--- src/xfr_pkg.sv ---
package xfr_pkg;

    // ------------------------------------------------------------
    // packed receive word layout (per 16-bit lane slot)
    // ------------------------------------------------------------
    localparam int unsigned LANE_W     = 16;  // one lane slot in the packed word
    localparam int unsigned HI_BASE    = 16;  // high lane slot starts here
    localparam int unsigned F_DATA_LSB = 0;   // 10-bit received word
    localparam int unsigned F_DATA_MSB = 9;
    localparam int unsigned F_LOCK     = 10;  // word alignment lock
    localparam int unsigned F_DISPERR  = 11;  // disparity error
    localparam int unsigned F_PATTERN  = 12;  // alignment pattern seen
    localparam int unsigned F_RM_DEL   = 13;  // rate match removed data
    localparam int unsigned F_RM_INS   = 14;  // rate match inserted data
    localparam int unsigned F_RUNDISP  = 15;  // running disparity

    // ------------------------------------------------------------
    // register map, byte addresses on the AXI4-Lite bus
    // ------------------------------------------------------------
    localparam logic [3:0] A_CTRL  = 4'h0;   // mode, divider, clock options
    localparam logic [3:0] A_STAT  = 4'h4;   // live state, read only
    localparam logic [3:0] A_IRQ   = 4'h8;   // sticky events, write one to clear
    localparam logic [3:0] A_MASK  = 4'hC;   // interrupt enables
    localparam int unsigned C_PIPE   = 0;    // ctrl: pipe functional mode
    localparam int unsigned C_HALF   = 1;    // ctrl: receive divide by two
    localparam int unsigned C_TXOPT  = 2;    // ctrl: 0 shared, 1 own tx clock
    localparam int unsigned C_RXOPT  = 4;    // ctrl: rx clock option, 2 bits
    localparam int unsigned CTRL_W   = 6;
    localparam int unsigned IRQ_W    = 5;
    localparam logic [CTRL_W-1:0] CTRL_RST = 6'h00;
    localparam logic [1:0] RESP_OKAY   = 2'h0;
    localparam logic [1:0] RESP_SLVERR = 2'h2;
    // interrupt event bits
    localparam int unsigned E_LOCKLOST_LO = 0;
    localparam int unsigned E_LOCKLOST_HI = 1;
    localparam int unsigned E_DISPERR_LO  = 2;
    localparam int unsigned E_DISPERR_HI  = 3;
    localparam int unsigned E_RATEMATCH   = 4;

    // receive clock options as written to ctrl
    localparam logic [1:0] RXOPT_SHARED = 2'h0;
    localparam logic [1:0] RXOPT_OWN_TX = 2'h1;
    localparam logic [1:0] RXOPT_OWN_RX = 2'h2;

    // ------------------------------------------------------------
    // types
    // ------------------------------------------------------------
    typedef enum logic [1:0] {
        SRC_FABRIC,     // core clock supplied by the fabric
        SRC_CH0_TX,     // channel 0 transmit output clock, shared
        SRC_OWN_TX,     // this channel's transmit output clock
        SRC_OWN_RX      // this channel's receive output clock
    } xfr_clk_src_t;

    typedef struct packed {
        logic [9:0] data;      // decoded 10-bit word
        logic       lock;      // alignment lock
        logic       disperr;   // disparity error
        logic       pattern;   // alignment pattern detected
        logic       rm_del;    // rate match removed data
        logic       rm_ins;    // rate match inserted data
        logic [1:0] pipe_st;   // pipe receive status
        logic       rundisp;   // running disparity
    } xfr_lane_t;

endpackage

--- src/xfr_rx_map.sv ---
// The register addresses and the AXI4-Lite interface to the registers were chosen for this implementation.
`timescale 1ns/1ps
`default_nettype none

module xfr_rx_map (
    // clock and reset
    input  wire logic                 aclk,
    input  wire logic                 aresetn,
    // axi4-lite register slave
    input  wire logic [3:0]           s_axi_awaddr,
    input  wire logic                 s_axi_awvalid,
    output var  logic                 s_axi_awready,
    input  wire logic [31:0]          s_axi_wdata,
    input  wire logic [3:0]           s_axi_wstrb,
    input  wire logic                 s_axi_wvalid,
    output var  logic                 s_axi_wready,
    output var  logic [1:0]           s_axi_bresp,
    output var  logic                 s_axi_bvalid,
    input  wire logic                 s_axi_bready,
    input  wire logic [3:0]           s_axi_araddr,
    input  wire logic                 s_axi_arvalid,
    output var  logic                 s_axi_arready,
    output var  logic [31:0]          s_axi_rdata,
    output var  logic [1:0]           s_axi_rresp,
    output var  logic                 s_axi_rvalid,
    input  wire logic                 s_axi_rready,
    // receive path from the channel
    input  wire xfr_pkg::xfr_lane_t   rx_lo,
    input  wire xfr_pkg::xfr_lane_t   rx_hi,
    input  wire logic                 rx_in_valid,
    // packed receive word to the fabric
    output var  logic [31:0]          rx_word,
    output var  logic                 rx_word_valid,
    // transmit path from the fabric
    input  wire logic [19:0]          tx_in,
    input  wire logic                 tx_in_valid,
    output var  logic [19:0]          tx_word,
    output var  logic                 tx_word_valid,
    // core clock routing
    input  wire logic                 tx_fabric_clk_present,
    input  wire logic                 rx_fabric_clk_present,
    output var  xfr_pkg::xfr_clk_src_t tx_wrclk_src,
    output var  xfr_pkg::xfr_clk_src_t rx_rdclk_src,
    // interrupt
    output var  logic                 irq
);
    import xfr_pkg::*;

    // ------------------------------------------------------------
    // lane packing
    // ------------------------------------------------------------
    // one function for both lanes keeps every status bit in the same
    // cycle as its word; there is no separate status pipeline to skew
    function automatic logic [LANE_W-1:0] pack_lane(input xfr_lane_t l, input logic pipe);
        logic [LANE_W-1:0] w;
        w = '0;
        w[F_DATA_MSB:F_DATA_LSB] = l.data;
        w[F_LOCK]    = l.lock;
        w[F_DISPERR] = l.disperr;
        w[F_PATTERN] = l.pattern;
        if (pipe) begin
            w[F_RM_INS:F_RM_DEL] = l.pipe_st;
        end else begin
            w[F_RM_DEL] = l.rm_del;
            w[F_RM_INS] = l.rm_ins;
        end
        w[F_RUNDISP] = l.rundisp;
        return w;
    endfunction

    // ------------------------------------------------------------
    // register state
    // ------------------------------------------------------------
    logic [CTRL_W-1:0] ctrl;          // control register
    logic [IRQ_W-1:0]  irq_stat;      // sticky events
    logic [IRQ_W-1:0]  irq_mask;      // enables
    logic              aw_held;       // write address captured
    logic              w_held;        // write data captured
    logic [3:0]        aw_addr;       // held write address
    logic [31:0]       w_data;        // held write data
    logic [3:0]        w_strb;        // held byte enables
    logic [CTRL_W-1:0] next_ctrl;
    logic [IRQ_W-1:0]  next_irq_stat;
    logic [IRQ_W-1:0]  next_irq_mask;
    logic              next_aw_held;
    logic              next_w_held;
    logic [3:0]        next_aw_addr;
    logic [31:0]       next_w_data;
    logic [3:0]        next_w_strb;
    logic              next_awready;
    logic              next_wready;
    logic              next_bvalid;
    logic [1:0]        next_bresp;
    logic              next_arready;
    logic              next_rvalid;
    logic [1:0]        next_rresp;
    logic [31:0]       next_rdata;
    logic              next_irq;
    logic [IRQ_W-1:0]  events;        // one-cycle event pulses from the datapath

    // ------------------------------------------------------------
    // datapath state
    // ------------------------------------------------------------
    logic              half_phase;    // divide-by-two phase
    logic              capture;       // receive word taken this cycle
    logic              lock_lo_q;     // last seen lock, low lane
    logic              lock_hi_q;     // last seen lock, high lane
    logic              next_half_phase;
    logic              next_lock_lo_q;
    logic              next_lock_hi_q;
    logic [31:0]       next_rx_word;
    logic              next_rx_word_valid;
    logic [19:0]       next_tx_word;
    logic              next_tx_word_valid;
    xfr_clk_src_t      next_tx_src;
    xfr_clk_src_t      next_rx_src;

    // ------------------------------------------------------------
    // bus slave and registers: next values
    // ------------------------------------------------------------
    always_comb begin
        logic [31:0] wmask;
        wmask         = '0;
        next_aw_held  = aw_held;
        next_w_held   = w_held;
        next_aw_addr  = aw_addr;
        next_w_data   = w_data;
        next_w_strb   = w_strb;
        next_bvalid   = s_axi_bvalid;
        next_bresp    = s_axi_bresp;
        next_rvalid   = s_axi_rvalid;
        next_rresp    = s_axi_rresp;
        next_rdata    = s_axi_rdata;
        next_ctrl     = ctrl;
        next_irq_mask = irq_mask;
        next_irq_stat = irq_stat;
        // address and data are taken in either order
        if (s_axi_awvalid && s_axi_awready) begin
            next_aw_held = 1'b1;
            next_aw_addr = s_axi_awaddr;
        end
        if (s_axi_wvalid && s_axi_wready) begin
            next_w_held = 1'b1;
            next_w_data = s_axi_wdata;
            next_w_strb = s_axi_wstrb;
        end
        // the write commits only once both halves sit in the holding flops
        if (aw_held && w_held && !s_axi_bvalid) begin
            next_aw_held = 1'b0;
            next_w_held  = 1'b0;
            next_bvalid  = 1'b1;
            next_bresp   = RESP_OKAY;
            for (int b = 0; b < 4; b++) begin
                wmask[b*8 +: 8] = {8{w_strb[b]}};
            end
            unique case (aw_addr)
                A_CTRL: next_ctrl = (ctrl & ~wmask[CTRL_W-1:0])
                                  | (w_data[CTRL_W-1:0] & wmask[CTRL_W-1:0]);
                A_MASK: next_irq_mask = (irq_mask & ~wmask[IRQ_W-1:0])
                                      | (w_data[IRQ_W-1:0] & wmask[IRQ_W-1:0]);
                A_IRQ:  next_irq_stat = irq_stat & ~(w_data[IRQ_W-1:0] & wmask[IRQ_W-1:0]);
                A_STAT: next_bresp = RESP_OKAY;   // read only, write ignored
                default: next_bresp = RESP_SLVERR;
            endcase
        end
        if (s_axi_bvalid && s_axi_bready) begin
            next_bvalid = 1'b0;
        end
        // new events always win over a clear in the same cycle
        next_irq_stat = next_irq_stat | events;
        // read channel: one read at a time
        if (s_axi_arvalid && s_axi_arready) begin
            next_rvalid = 1'b1;
            next_rresp  = RESP_OKAY;
            unique case (s_axi_araddr)
                A_CTRL: next_rdata = {{(32-CTRL_W){1'b0}}, ctrl};
                A_STAT: next_rdata = {24'h000000, rx_rdclk_src, tx_wrclk_src,
                                      half_phase, ctrl[C_HALF], lock_hi_q, lock_lo_q};
                A_IRQ:  next_rdata = {{(32-IRQ_W){1'b0}}, irq_stat};
                A_MASK: next_rdata = {{(32-IRQ_W){1'b0}}, irq_mask};
                default: begin
                    next_rdata = 32'h00000000;
                    next_rresp = RESP_SLVERR;
                end
            endcase
        end else if (s_axi_rvalid && s_axi_rready) begin
            next_rvalid = 1'b0;
        end
        next_awready = !next_aw_held;
        next_wready  = !next_w_held;
        next_arready = !next_rvalid;
        next_irq     = |(next_irq_stat & next_irq_mask);
    end

    // bus slave and registers: flops
    always_ff @(posedge aclk) begin
        if (!aresetn) begin
            ctrl          <= CTRL_RST;
            irq_stat      <= '0;
            irq_mask      <= '0;
            aw_held       <= 1'b0;
            w_held        <= 1'b0;
            aw_addr       <= '0;
            w_data        <= '0;
            w_strb        <= '0;
            s_axi_awready <= 1'b0;
            s_axi_wready  <= 1'b0;
            s_axi_bvalid  <= 1'b0;
            s_axi_bresp   <= RESP_OKAY;
            s_axi_arready <= 1'b0;
            s_axi_rvalid  <= 1'b0;
            s_axi_rresp   <= RESP_OKAY;
            s_axi_rdata   <= '0;
            irq           <= 1'b0;
        end else begin
            ctrl          <= next_ctrl;
            irq_stat      <= next_irq_stat;
            irq_mask      <= next_irq_mask;
            aw_held       <= next_aw_held;
            w_held        <= next_w_held;
            aw_addr       <= next_aw_addr;
            w_data        <= next_w_data;
            w_strb        <= next_w_strb;
            s_axi_awready <= next_awready;
            s_axi_wready  <= next_wready;
            s_axi_bvalid  <= next_bvalid;
            s_axi_bresp   <= next_bresp;
            s_axi_arready <= next_arready;
            s_axi_rvalid  <= next_rvalid;
            s_axi_rresp   <= next_rresp;
            s_axi_rdata   <= next_rdata;
            irq           <= next_irq;
        end
    end

    // ------------------------------------------------------------
    // receive mapping, divider, transmit pass and clock routing
    // ------------------------------------------------------------
    // the divider only thins the receive stream: the recovered rate is
    // halved locally, so no second transmit pll is needed
    always_comb begin
        next_half_phase = ctrl[C_HALF] ? ~half_phase : 1'b0;
        capture         = rx_in_valid && !(ctrl[C_HALF] && half_phase);
        next_rx_word       = rx_word;
        next_rx_word_valid = capture;
        next_lock_lo_q     = lock_lo_q;
        next_lock_hi_q     = lock_hi_q;
        events             = '0;
        if (capture) begin
            // both lanes and their status leave in one word; pipe mode sends pipe_st in place of rm_del and rm_ins
            next_rx_word = {pack_lane(rx_hi, ctrl[C_PIPE]), pack_lane(rx_lo, ctrl[C_PIPE])};
            next_lock_lo_q = rx_lo.lock;
            next_lock_hi_q = rx_hi.lock;
            events[E_LOCKLOST_LO] = lock_lo_q && !rx_lo.lock;
            events[E_LOCKLOST_HI] = lock_hi_q && !rx_hi.lock;
            events[E_DISPERR_LO]  = rx_lo.disperr;
            events[E_DISPERR_HI]  = rx_hi.disperr;
            events[E_RATEMATCH]   = !ctrl[C_PIPE] && (rx_lo.rm_del || rx_lo.rm_ins
                                                   || rx_hi.rm_del || rx_hi.rm_ins);
        end
        // transmit words pass every cycle, blind to the divider
        next_tx_word       = tx_in_valid ? tx_in : tx_word;
        next_tx_word_valid = tx_in_valid;
        // a fabric clock overrides the option; it must match the output
        // clock frequency, which this logic cannot
        if (tx_fabric_clk_present) begin
            next_tx_src = SRC_FABRIC;
        end else if (ctrl[C_TXOPT]) begin
            next_tx_src = SRC_OWN_TX;
        end else begin
            next_tx_src = SRC_CH0_TX;
        end
        // shared choice assumes every channel keeps the same mode
        if (rx_fabric_clk_present) begin
            next_rx_src = SRC_FABRIC;
        end else begin
            unique case (ctrl[C_RXOPT +: 2])
                RXOPT_SHARED: next_rx_src = SRC_CH0_TX;
                RXOPT_OWN_TX: next_rx_src = SRC_OWN_TX;
                default:      next_rx_src = SRC_OWN_RX;
            endcase
        end
    end

    // datapath flops
    always_ff @(posedge aclk) begin
        if (!aresetn) begin
            half_phase    <= 1'b0;
            lock_lo_q     <= 1'b0;
            lock_hi_q     <= 1'b0;
            rx_word       <= '0;
            rx_word_valid <= 1'b0;
            tx_word       <= '0;
            tx_word_valid <= 1'b0;
            tx_wrclk_src  <= SRC_CH0_TX;
            rx_rdclk_src  <= SRC_CH0_TX;
        end else begin
            half_phase    <= next_half_phase;
            lock_lo_q     <= next_lock_lo_q;
            lock_hi_q     <= next_lock_hi_q;
            rx_word       <= next_rx_word;
            rx_word_valid <= next_rx_word_valid;
            tx_word       <= next_tx_word;
            tx_word_valid <= next_tx_word_valid;
            tx_wrclk_src  <= next_tx_src;
            rx_rdclk_src  <= next_rx_src;
        end
    end
endmodule

`default_nettype wire
--- config.mk ---
export PLATFORM = sky130hd
export DESIGN_NAME = xfr_rx_map
export DESIGN_NICKNAME = d
export VERILOG_FILES = /design/src/xfr_pkg.sv /design/src/xfr_rx_map.sv
export SDC_FILE = /design/constraint.sdc
export NUM_CORES = 1
export LEC_CHECK = 0
export BUFFER_PORTS_ARGS = -buffer_cell sky130_fd_sc_hd__clkbuf_2
export CAP_MARGIN = 5
export CORE_MARGIN = 4
export CORE_UTILIZATION = 30
export DETAILED_ROUTE_END_ITERATION = 8
export GPL_ROUTABILITY_DRIVEN = 0
export PLACE_DENSITY = 0.6
export SETUP_SLACK_MARGIN = 0.05
export SLEW_MARGIN = 20
export SYNTH_ARGS = -nofsm -noshare
export SYNTH_HDL_FRONTEND = slang
export SYNTH_SLANG_ARGS = --single-unit
--- constraint.sdc ---
create_clock -name aclk -period 2.25 [get_ports aclk]
set_clock_uncertainty 0.1 [all_clocks]
set_input_delay 0.225 -clock aclk [delete_from_list [all_inputs] [get_ports aclk]]
set_output_delay 0.225 -clock aclk [all_outputs]
set_load 0.02 [all_outputs]
Yosys cells after proc, flatten, opt, wreduce, memory -nomap -nowiden
Index checks and enable logic that the tools add are counted.
W data, S select, Z words.
- bits in registers: 132
- output and inout bits: 100
- word-level logic and storage cells: 103
- eq/ne operators: 7
- mux-type cells: 20
- bitwise gates (word level): 14
- reductions and logical operators: 34
- operators with widths (operator ; count):
    $pmux W8 S4 ; 1
    $mux W5 ; 5
    $and A5 B5 Y5 ; 4
    $eq A4 B4 Y1 const B ; 4
    $and A6 B6 Y6 ; 2
    $logic_and A1 B1 Y1 ; 12
    $mux W2 ; 5
    $not A5 Y5 ; 2
    $or A5 B5 Y5 ; 2
    $eq A4 B3 Y1 const B ; 2
    $logic_not A1 Y1 ; 8
    $logic_not A4 Y1 ; 2
    $mux W1 ; 8
    $reduce_or A4 Y1 ; 2
    $not A6 Y6 ; 1
    $or A6 B6 Y6 ; 1
    $reduce_or A2 Y1 ; 3
    $reduce_or A5 Y1 ; 1
    $pmux W2 S2 ; 1
    $reduce_and A2 Y1 ; 2
    $logic_or A1 B1 Y1 ; 3
    $eq A2 B1 Y1 const B ; 1
    $logic_not A2 Y1 ; 1
    $not A1 Y1 ; 2

Logic depth before layout (Yosys ltp)
Gate-level depths: netlist of run 1.
- depth in word-level cells: 8
- gate-level depth with buffers: 7

Least setup slack after synthesis of run 1
No wires, ideal clock.
- path type: reg-to-reg
- start point: register s_axi_bvalid
- end point: register irq
- library setup time: 0.125 ns
- data arrival time: 1.695 ns
- slack: 0.330 ns
- stages on the path, launching flop included: 8
- cells stage by stage: dfxtp_1 and3b_1 buf_6 and4_4 buf_6 mux2i_1 a21oi_1 o41a_1
- word-level cells in the longest chain between the ends: 6
- elaborated cells on any way between the ends: 7
- classes of those cells: 2 x mux; 2 x bitwise; 3 x reduce/logical
- ends and longest elaborated chain (element ; RTL line ; source):
    start: declaration ; xfr_rx_map.sv:18 ; output var logic s_axi_bvalid,
    start signal: assignment ; xfr_rx_map.sv:226 ; s_axi_bvalid <= next_bvalid;
    $logic_not A1 Y1 (*) ; xfr_rx_map.sv:148 ; if (aw_held && w_held && !s_axi_bvalid) begin
    $logic_and A1 B1 Y1 (*) ; xfr_rx_map.sv:148 ;
    $mux W5 ; xfr_rx_map.sv:148 ;
    $or A5 B5 Y5 ; xfr_rx_map.sv:170 ; next_irq_stat = next_irq_stat | events;
    $and A5 B5 Y5 (*) ; xfr_rx_map.sv:192 ; next_irq = |(next_irq_stat & next_irq_mask);
    $reduce_or A5 Y1 (*) ; xfr_rx_map.sv:192 ;
    end signal: assignment ; xfr_rx_map.sv:232 ; irq <= next_irq;
    end: declaration ; xfr_rx_map.sv:45 ; output var logic irq
Every way passes the cells marked *; elsewhere a longest branch is shown, timed or not.
A chain may end at the register's enable or synchronous reset.

Worst setup path in the final report of run 1
Ends and elaborated chain as after synthesis.

==> results.txt, run 1 <==
The total net switching power came out at 1.06 mW. The global-route wire length before repair is 17.8 mm. The most frequent standard cell in the layout excluding fill and tap cells is clkbuf_2. The fraction of registers with async set/reset is 0. The flip-flop and latch area came out at 0.00208 sq mm. The average wire per cell in the routed design came out at 13.6 um. The number of warning messages in the yosys log came out at 0. The slew at the pin closest to its max-slew limit is 0.649 ns. The total via count after detailed routing came out at 3,565. The number of cells upsized or downsized after cts is 0. Measured along the x axis, the die boundary spans 124 um. The pre-antenna-repair detailed-routing pass consisted of 4 iterations. The floorplan step defined a die boundary enclosing 0.0154 sq mm. The relative slew slack came out at 0.567. The leakage component of the power came out at 2.42 nW. The relative contribution of combinational cells to total power is 0.129. The largest buffer count on any clock path came out at 2. The accumulated negative setup slack is 0 ns. The worst setup path is captured at a flop. The area of combinational cells with multiple inputs came out at 0.00173 sq mm. The number of instances in the synthesized netlist came out at 447. The number of routed nets with antenna violations came out at 0.

The quantity of I/O buffers inserted on ports is 155. The clock network latency to the later pin of the worst-skew pair came out at 0.34 ns. The area growth from synthesis to layout came out at 32.9%. The clock sink total came out at 104. The max-cap check violation count is 0.

The number of enable-type register cells in the synthesized netlist is 0. IR analysis of the VDD net gives a maximum drop of 0.365 mV. The effective utilization at floorplan is 0.306. Of the cells placed in the final design, the portion with a size suffix greater than 1 is 0.306. The region available for standard cell placement spans 0.0132 sq mm.

The path with the worst hold slack has its endpoint at aw_addr[2]. The via count of the first global-routing pass is 3,607. Counting the fill cells in the layout gives 1,350.

By startpoint and endpoint, the worst setup path is classified as reg2reg. The total count of max-transition violations in the final report came out at 0. Dividing the detail-routed via count by the number of cells gives 4.51. The total global routing overflow is 0. The power share of the sequential group is 0.498. The pin count of the biggest net entering global routing came out at 52.

The number of antenna violations at the first check in global routing is 0. The routed design has 10.7 mm of wire. The clock group share of total power came out at 0.373.

Along the worst path, the maximum fanout reaches 7. The unique cell type count in the Yosys netlist came out at 37. Detailed placement ended at an HPWL of 8.04 mm. The worst min-delay path category is in2reg.

The total routing resource utilization after global routing came out at 0.140. In this run the critical register-to-register path is launched from s_axi_bvalid. The setup slack after layout came out at 0.239 ns. The worst hold path begins at s_axi_awaddr[2].

TritonCTS built the clock tree. The post-layout minimum cycle time is 2.01 ns. The endpoint identified for the worst register-to-register timing path is irq. The post-synthesis cell area is 0.00405 sq mm. The cell sitting at the root of the clock tree is a clkbuf_16. The number of rows in the core area came out at 42. For this block, the initial DRC count from the detailed router was 107. In the layout the commonest cells are clkbuf_2, dfxtp_1, nand2_1. The share of the clock period used by the worst path is 0.894. The post-place setup slack is 0.265 ns. The required time at the endpoint of the critical path is 2.36 ns. The internal power consumption came out at 2.92 mW.

The sequential area share after synthesis is 0.514. Setup violations remaining at the end of the flow were counted as 0. The remaining routing DRC violations came out at 0.

The total power density per cell area came out at 738 mW/mm^2. Setup repair after global routing left no endpoint under its margin. The most used flip-flop cell after synthesis is dfxtp_1.

The repair_antennas step left the layout with diodes totalling 0. The total I/O pin count is 211. The clock-pin transition on the worst setup and hold timing paths is 0.07 ns. The number of hold violations in the final report is 0. The flow ran to the end, and the final reports show no timing, DRC or antenna violations.

The worst hold path cell count came out at 3. The switching share of power came out at 0.266. The data arrival time at the worst-slack endpoint is 2.12 ns. The maximum clock frequency is 497 MHz.

Counting flops and latches in the post-synthesis netlist gives 104. The die span in y came out at 124 um. The number of buffers created by CTS came out at 9. The number of H-tree levels is 3. The path depth of the worst reg2reg path came out at 5. The startpoint type of the worst setup path is a flop.

Setup slack on the worst reg-to-reg path comes out at 0.24 ns. The final net count came out at 721. Averaged over all synthesized cells, the footprint is 9.07 sq um. Overall power consumption after layout is estimated at 3.97 mW.
## through the flow
stage / hold WS (ns) / std cells / utilization / cell area [sq um]
6_report: 0.0199 / 791 / 0.407 / 5390
5_1_grt: 0.0118 / 791 / 0.407 / 5390
4_1_cts: 0.00577 / 790 / 0.406 / 5380
3_5_place_dp: 0.308 / 751 / 0.367 / 4860
3_3_place_gp: 0.304 / 751 / 0.367 / 4860
2_1_floorplan: 0.197 / 472 / - / 4150
## metal layers
layer  share of wire  routed length (um)  track usage
met1            0.42                4540        0.166
met2            0.48                5160        0.236
met3           0.078                 841       0.0515
met4           0.017                 182       0.0400
met5               0                   0            0
## flip-flops by register name (all words and copies together), names as in the netlist, 2 cells and up, named ones only
signal	cells
rx_word	32
tx_word	20
s_axi_rdata	8
w_data	6
irq_mask	5
irq_stat	5
aw_addr	4
rx_rdclk_src	2
tx_wrclk_src	2
## cell usage after synthesis (all sizes together) (5+ instances only)
cell type,n,area (sq um)
dfxtp,104,2080
buf,34,248
a21oi,52,260
nand2,75,282
clkbuf,23,86.3
nor3,5,25.0
a211oi,5,37.5
mux2i,35,350
a22oi,5,37.5
mux4,5,113
nor2,56,210
nand3,15,75.1
## critical path: stages (launching register included)
cell and delay, ns:
dfxtp_1 0.33, and3b_1 0.36, and4_4 0.33, mux2i_1 0.27, a311oi_1 0.08, o41a_1 0.42
## kinds of logic (layout without fill, tap and decap cells)
group / after synthesis / after routing / share of synthesized area
flip-flops: 104 / 104 / 0.514
other: 1 / 26 / 0.000925
AND/OR/NAND/NOR: 170 / 170 / 0.182
AO/OA/AOI/OAI: 72 / 72 / 0.103
buffers and inverters: 59 / 202 / 0.0843
multiplexers: 41 / 41 / 0.117
## power groups by stage
stage	logic (mW)	registers, mW	clock network (mW)
floorplan	0.258	2.09	0
global placement	0.475	2.02	0
detailed placement	0.483	2.02	0
CTS	0.515	1.98	1.56
global route	0.566	1.99	1.62
finish	0.512	1.98	1.48
## how the worst max path moves through the flow
stage                      start   to  slack, ns  cells past startpoint
CTS                 s_axi_bvalid  irq       0.25                      5
detailed placement  s_axi_bvalid  irq       0.27                      5
floorplan           s_axi_bvalid  irq       0.33                      7
global route        s_axi_bvalid  irq       0.12                      5
global placement    s_axi_bvalid  irq       0.34                      5
finish              s_axi_bvalid  irq       0.24                      5
## cell type report
type	count	share of cell area
multi-input combinational	309	0.322
timing repair buffer	184	0.196
tap	176	0.0409
clock buffer	10	0.0444
sequential	104	0.386
clock inverter	6	0.00952
inverter	2	0.00139
## timing repair
action | 4_1_cts | 5_1_grt
hold endpoints to repair | 25 | 1
hold buffers | 23 | 1
setup buffers | 0 | 0
endpoints found under the setup margin | 0 | 0
Note: power is estimated with default switching activity, not from simulation.
==> run 2, diff against run 1 <==
--- a/config.mk
+++ b/config.mk
@@ -7,11 +7,12 @@
 export LEC_CHECK = 0
 export BUFFER_PORTS_ARGS = -buffer_cell sky130_fd_sc_hd__clkbuf_2
 export CAP_MARGIN = 5
-export CORE_MARGIN = 4
+export CORE_MARGIN = 8
 export CORE_UTILIZATION = 30
 export DETAILED_ROUTE_END_ITERATION = 8
 export GPL_ROUTABILITY_DRIVEN = 0
 export PLACE_DENSITY = 0.6
+export REMOVE_ABC_BUFFERS = 1
 export SETUP_SLACK_MARGIN = 0.05
 export SLEW_MARGIN = 20
 export SYNTH_ARGS = -nofsm -noshare
==> constraint.sdc (replaced) <==
create_clock -name aclk -period 2.3 [get_ports aclk]
set_clock_uncertainty 0.1 [all_clocks]
set_input_delay 0.23 -clock aclk [delete_from_list [all_inputs] [get_ports aclk]]
set_output_delay 0.23 -clock aclk [all_outputs]
set_load 0.02 [all_outputs]
==> results.txt, run 2 (same netlist as run 1, synthesis figures left out) <==
The accumulated negative setup slack was 0 ns (unchanged). The via count of the first global-routing pass came out at 3,682 (+2.1%). The largest individual stage delay along the critical path comes from the cell o41a_1. The total count of max-transition violations in the final report is 0 (unchanged).

The average wire per cell in the routed design is 14.5 um (+6.7%). The maximum VDD drop is 0.305 mV (-17%). The critical path buffer and inverter count came to 0 (unchanged). The maximum cell stage delay along the critical path is 0.41 ns (about the same). The slew at the pin closest to its max-slew limit is 0.674 ns (+0.0253 ns). The pin count of the biggest net entering global routing was 63 (+21%). STA classifies the critical path startpoint as a flop. The final instance area came out at 0.00534 sq mm (-0.88%). The cell area after placement is 0.00485 sq mm (-0.15%). The number of rows in the core area came to 42 (unchanged). The required time at the endpoint of the critical path came out at 2.43 ns (+0.07 ns). The layer with the highest usage is met2. The total global routing overflow is 0 (unchanged).

The highest net fanout along the worst path came out at 7 (unchanged). The power share of the sequential group is 0.493 (-0.005). The worst hold margin is 0.0161 ns (-0.00378 ns). The global-route wire length before repair came to 18.5 mm (+3.7%). In the layout the commonest cells are clkbuf_2, dfxtp_1, nand2_1. The worst min-delay path category is in2reg.

The number of optimization iterations in the first detailed-route pass came out at 4 (unchanged). The max-cap check violation count was 0 (unchanged). The data arrival time at the worst-slack endpoint is 2.11 ns (about the same).

The tree is rooted in a clkbuf_16. The total net switching power came out at 1.01 mW (-4.0%). The die outline area was 0.0175 sq mm (+13%). The clock-pin transition on the worst setup and hold timing paths came out at 0.07 ns (about the same).

The final net count is 717 (-0.55%). The internal power consumption came to 2.91 mW (-0.11%). The number of routed nets with antenna violations came out at 0 (unchanged). The clock network latency to the later pin of the worst-skew pair is 0.34 ns (about the same). The relative slew slack came out at 0.550 (-0.0169). The number of cells upsized or downsized after cts came to 0 (unchanged).

The effective utilization at floorplan came out at 0.306 (unchanged). The register with the most flip-flops is rx_word. The quantity of I/O buffers inserted on ports is 155 (unchanged). The fraction of met1 tracks used by global routing came out at 0.145 (-0.0210). The share of the clock period used by the worst path is 0.861 (-0.0324). The count of inserted antenna diode cells came to 0 (unchanged). The relative contribution of combinational cells to total power is 0.127 (-0.002). The total power density per cell area is 736 mW/mm^2 (-0.28%). Setup repair after global routing left no endpoint under its margin. The met2 track demand over resource is 0.214 (-0.0213). The largest buffer count on any clock path came out at 2 (unchanged). The number of standard cells in the layout, taps in and fillers out was 786 (-0.63%). The flip-flop count of the largest register, all copies and words added is 32 (unchanged). The type of element capturing the critical path is a flop.

The standard cell core area was 0.0132 sq mm (unchanged). Grouping stages by cell kind, the critical path spends the most delay in simple AND/OR/NAND/NOR gates. The number of buffers created by CTS is 9 (unchanged).

The post-placement cell count is 750 (-0.13%). The post-CTS setup repair buffer count came out at 0 (unchanged). The met3 track demand over resource in global routing came to 0.0606 (+0.00905). The total of endpoints with negative setup slack in the final report came to 0 (unchanged). The overall routed net length is 11.4 mm (+6.0%).

The share of post-route cells with drive strength above 1 is 0.300 (-0.00569). The type of the worst setup path is reg2reg. The largest registers in the layout are rx_word: 32 flops, tx_word: 20 flops, s_axi_rdata: 8 flops. The number of hold violations in the final report is 0 (unchanged). The violation count after the first detailed-route iteration is 137 (+28%). The clock sink total is 104 (unchanged).

The maximum clock frequency is 505 MHz (+1.5%). The total I/O pin count is 211 (unchanged). The total via count after detailed routing came out at 3,507 (-1.6%). The post-layout minimum cycle time came out at 1.98 ns (-0.0298 ns).

The sum of net half-perimeters after detailed placement was 8.62 mm (+7.3%). The run finished with clean final reports. The area growth from synthesis to layout came out at 31.8%. The switching share of power came out at 0.258 (-0.00776). The per-cell via count in the routed design is 4.46 (-1.0%). The total routing resource utilization after global routing came to 0.130 (-0.00988). Leaving out fill and tap cells, the most frequent cell in the layout is clkbuf_2. The horizontal die dimension came to 132 um (+6.4%). The number of H-tree levels came out at 3 (unchanged). The leakage component of the power is 2.40 nW (-0.60%).

The die span in y came to 132 um (+6.4%). The number of antenna violations at the first check in global routing is 0 (unchanged). The CTS tree is built. The signal on the critical path passes through and3b_1 > and4_4 > mux2i_1 > a311oi_1 > o41a_1. The remaining routing DRC violations is 0 (unchanged). The clock group share of total power came out at 0.380 (+0.007).
==> run 2: cell types whose count changed in the layout (fill, tap and decap cells not counted) <==
cell,before,now
buf_4,5,4
bufinv_16,0,1
clkbuf_1,0,3
clkbuf_8,1,0
clkinv_2,0,1
clkinvlp_4,3,0
dlygate4sd3_1,24,21
inv_6,1,0
inv_8,1,0
==> run 2: worst min-delay path, cell delays in order <==
cell and delay, ns:
clkbuf_2 0.08, nand3_1 0.06, a21oi_1 0.05
==> run 2: per-stage QoR <==
stage          power (mW)   util  setup WS, ns
6_report             3.93  0.403         0.319
3_3_place_gp         2.44  0.366         0.388
3_5_place_dp         2.45  0.366         0.326
5_1_grt              4.12  0.403         0.202
2_1_floorplan        2.24      -        -0.260
4_1_cts              3.99  0.403         0.313
==> run 2: final cells by class <==
| type | instances | area [sq um] |
|---|---|---|
| multi-input combinational | 309 | 1730 |
| sequential | 104 | 2080 |
| timing repair buffer | 180 | 1020 |
| fill | 1328 | 7900 |
| inverter | 2 | 7.51 |
| tap | 176 | 220 |
| clock buffer | 12 | 236 |
| clock inverter | 3 | 43.8 |
==> run 2: worst paths after layout <==
| check | slack [ns] | depth (start not counted) | endpoint | from |
|---|---|---|---|---|
| max | 0.32 | 5 | irq | s_axi_bvalid |
| min | 0.02 | 3 | w_strb[0] | s_axi_wstrb[0] |
| max reg2reg | 0.32 | 5 | irq | s_axi_bvalid |
| min reg2reg | 0.35 | 2 | rx_word[31] | rx_word[31] |
==> run 2: repair_timing <==
| action | in CTS | in global routing |
|---|---|---|
| hold buffers | 21 | 0 |
| hold endpoints to repair | 23 | 0 |
| endpoints found under the setup margin | 0 | 0 |
==> run 2: power by group through the flow <==
stage	combinational [mW]	sequential, mW	clock [mW]
6_report	0.498	1.94	1.49
5_1_grt	0.548	1.95	1.62
4_1_cts	0.503	1.94	1.55
3_5_place_dp	0.473	1.98	0
3_3_place_gp	0.463	1.97	0
2_1_floorplan	0.187	2.05	0
==> run 2: per-layer routing <==
| layer | share of wire | vias to the layer above |
|---|---|---|
| met3 | 0.090 | 10 |
| met4 | 0.010 | 0 |
| met1 | 0.42 | 1599 |
| met2 | 0.48 | 115 |
| met5 | 0 | - |
| li1 | - | 1783 |
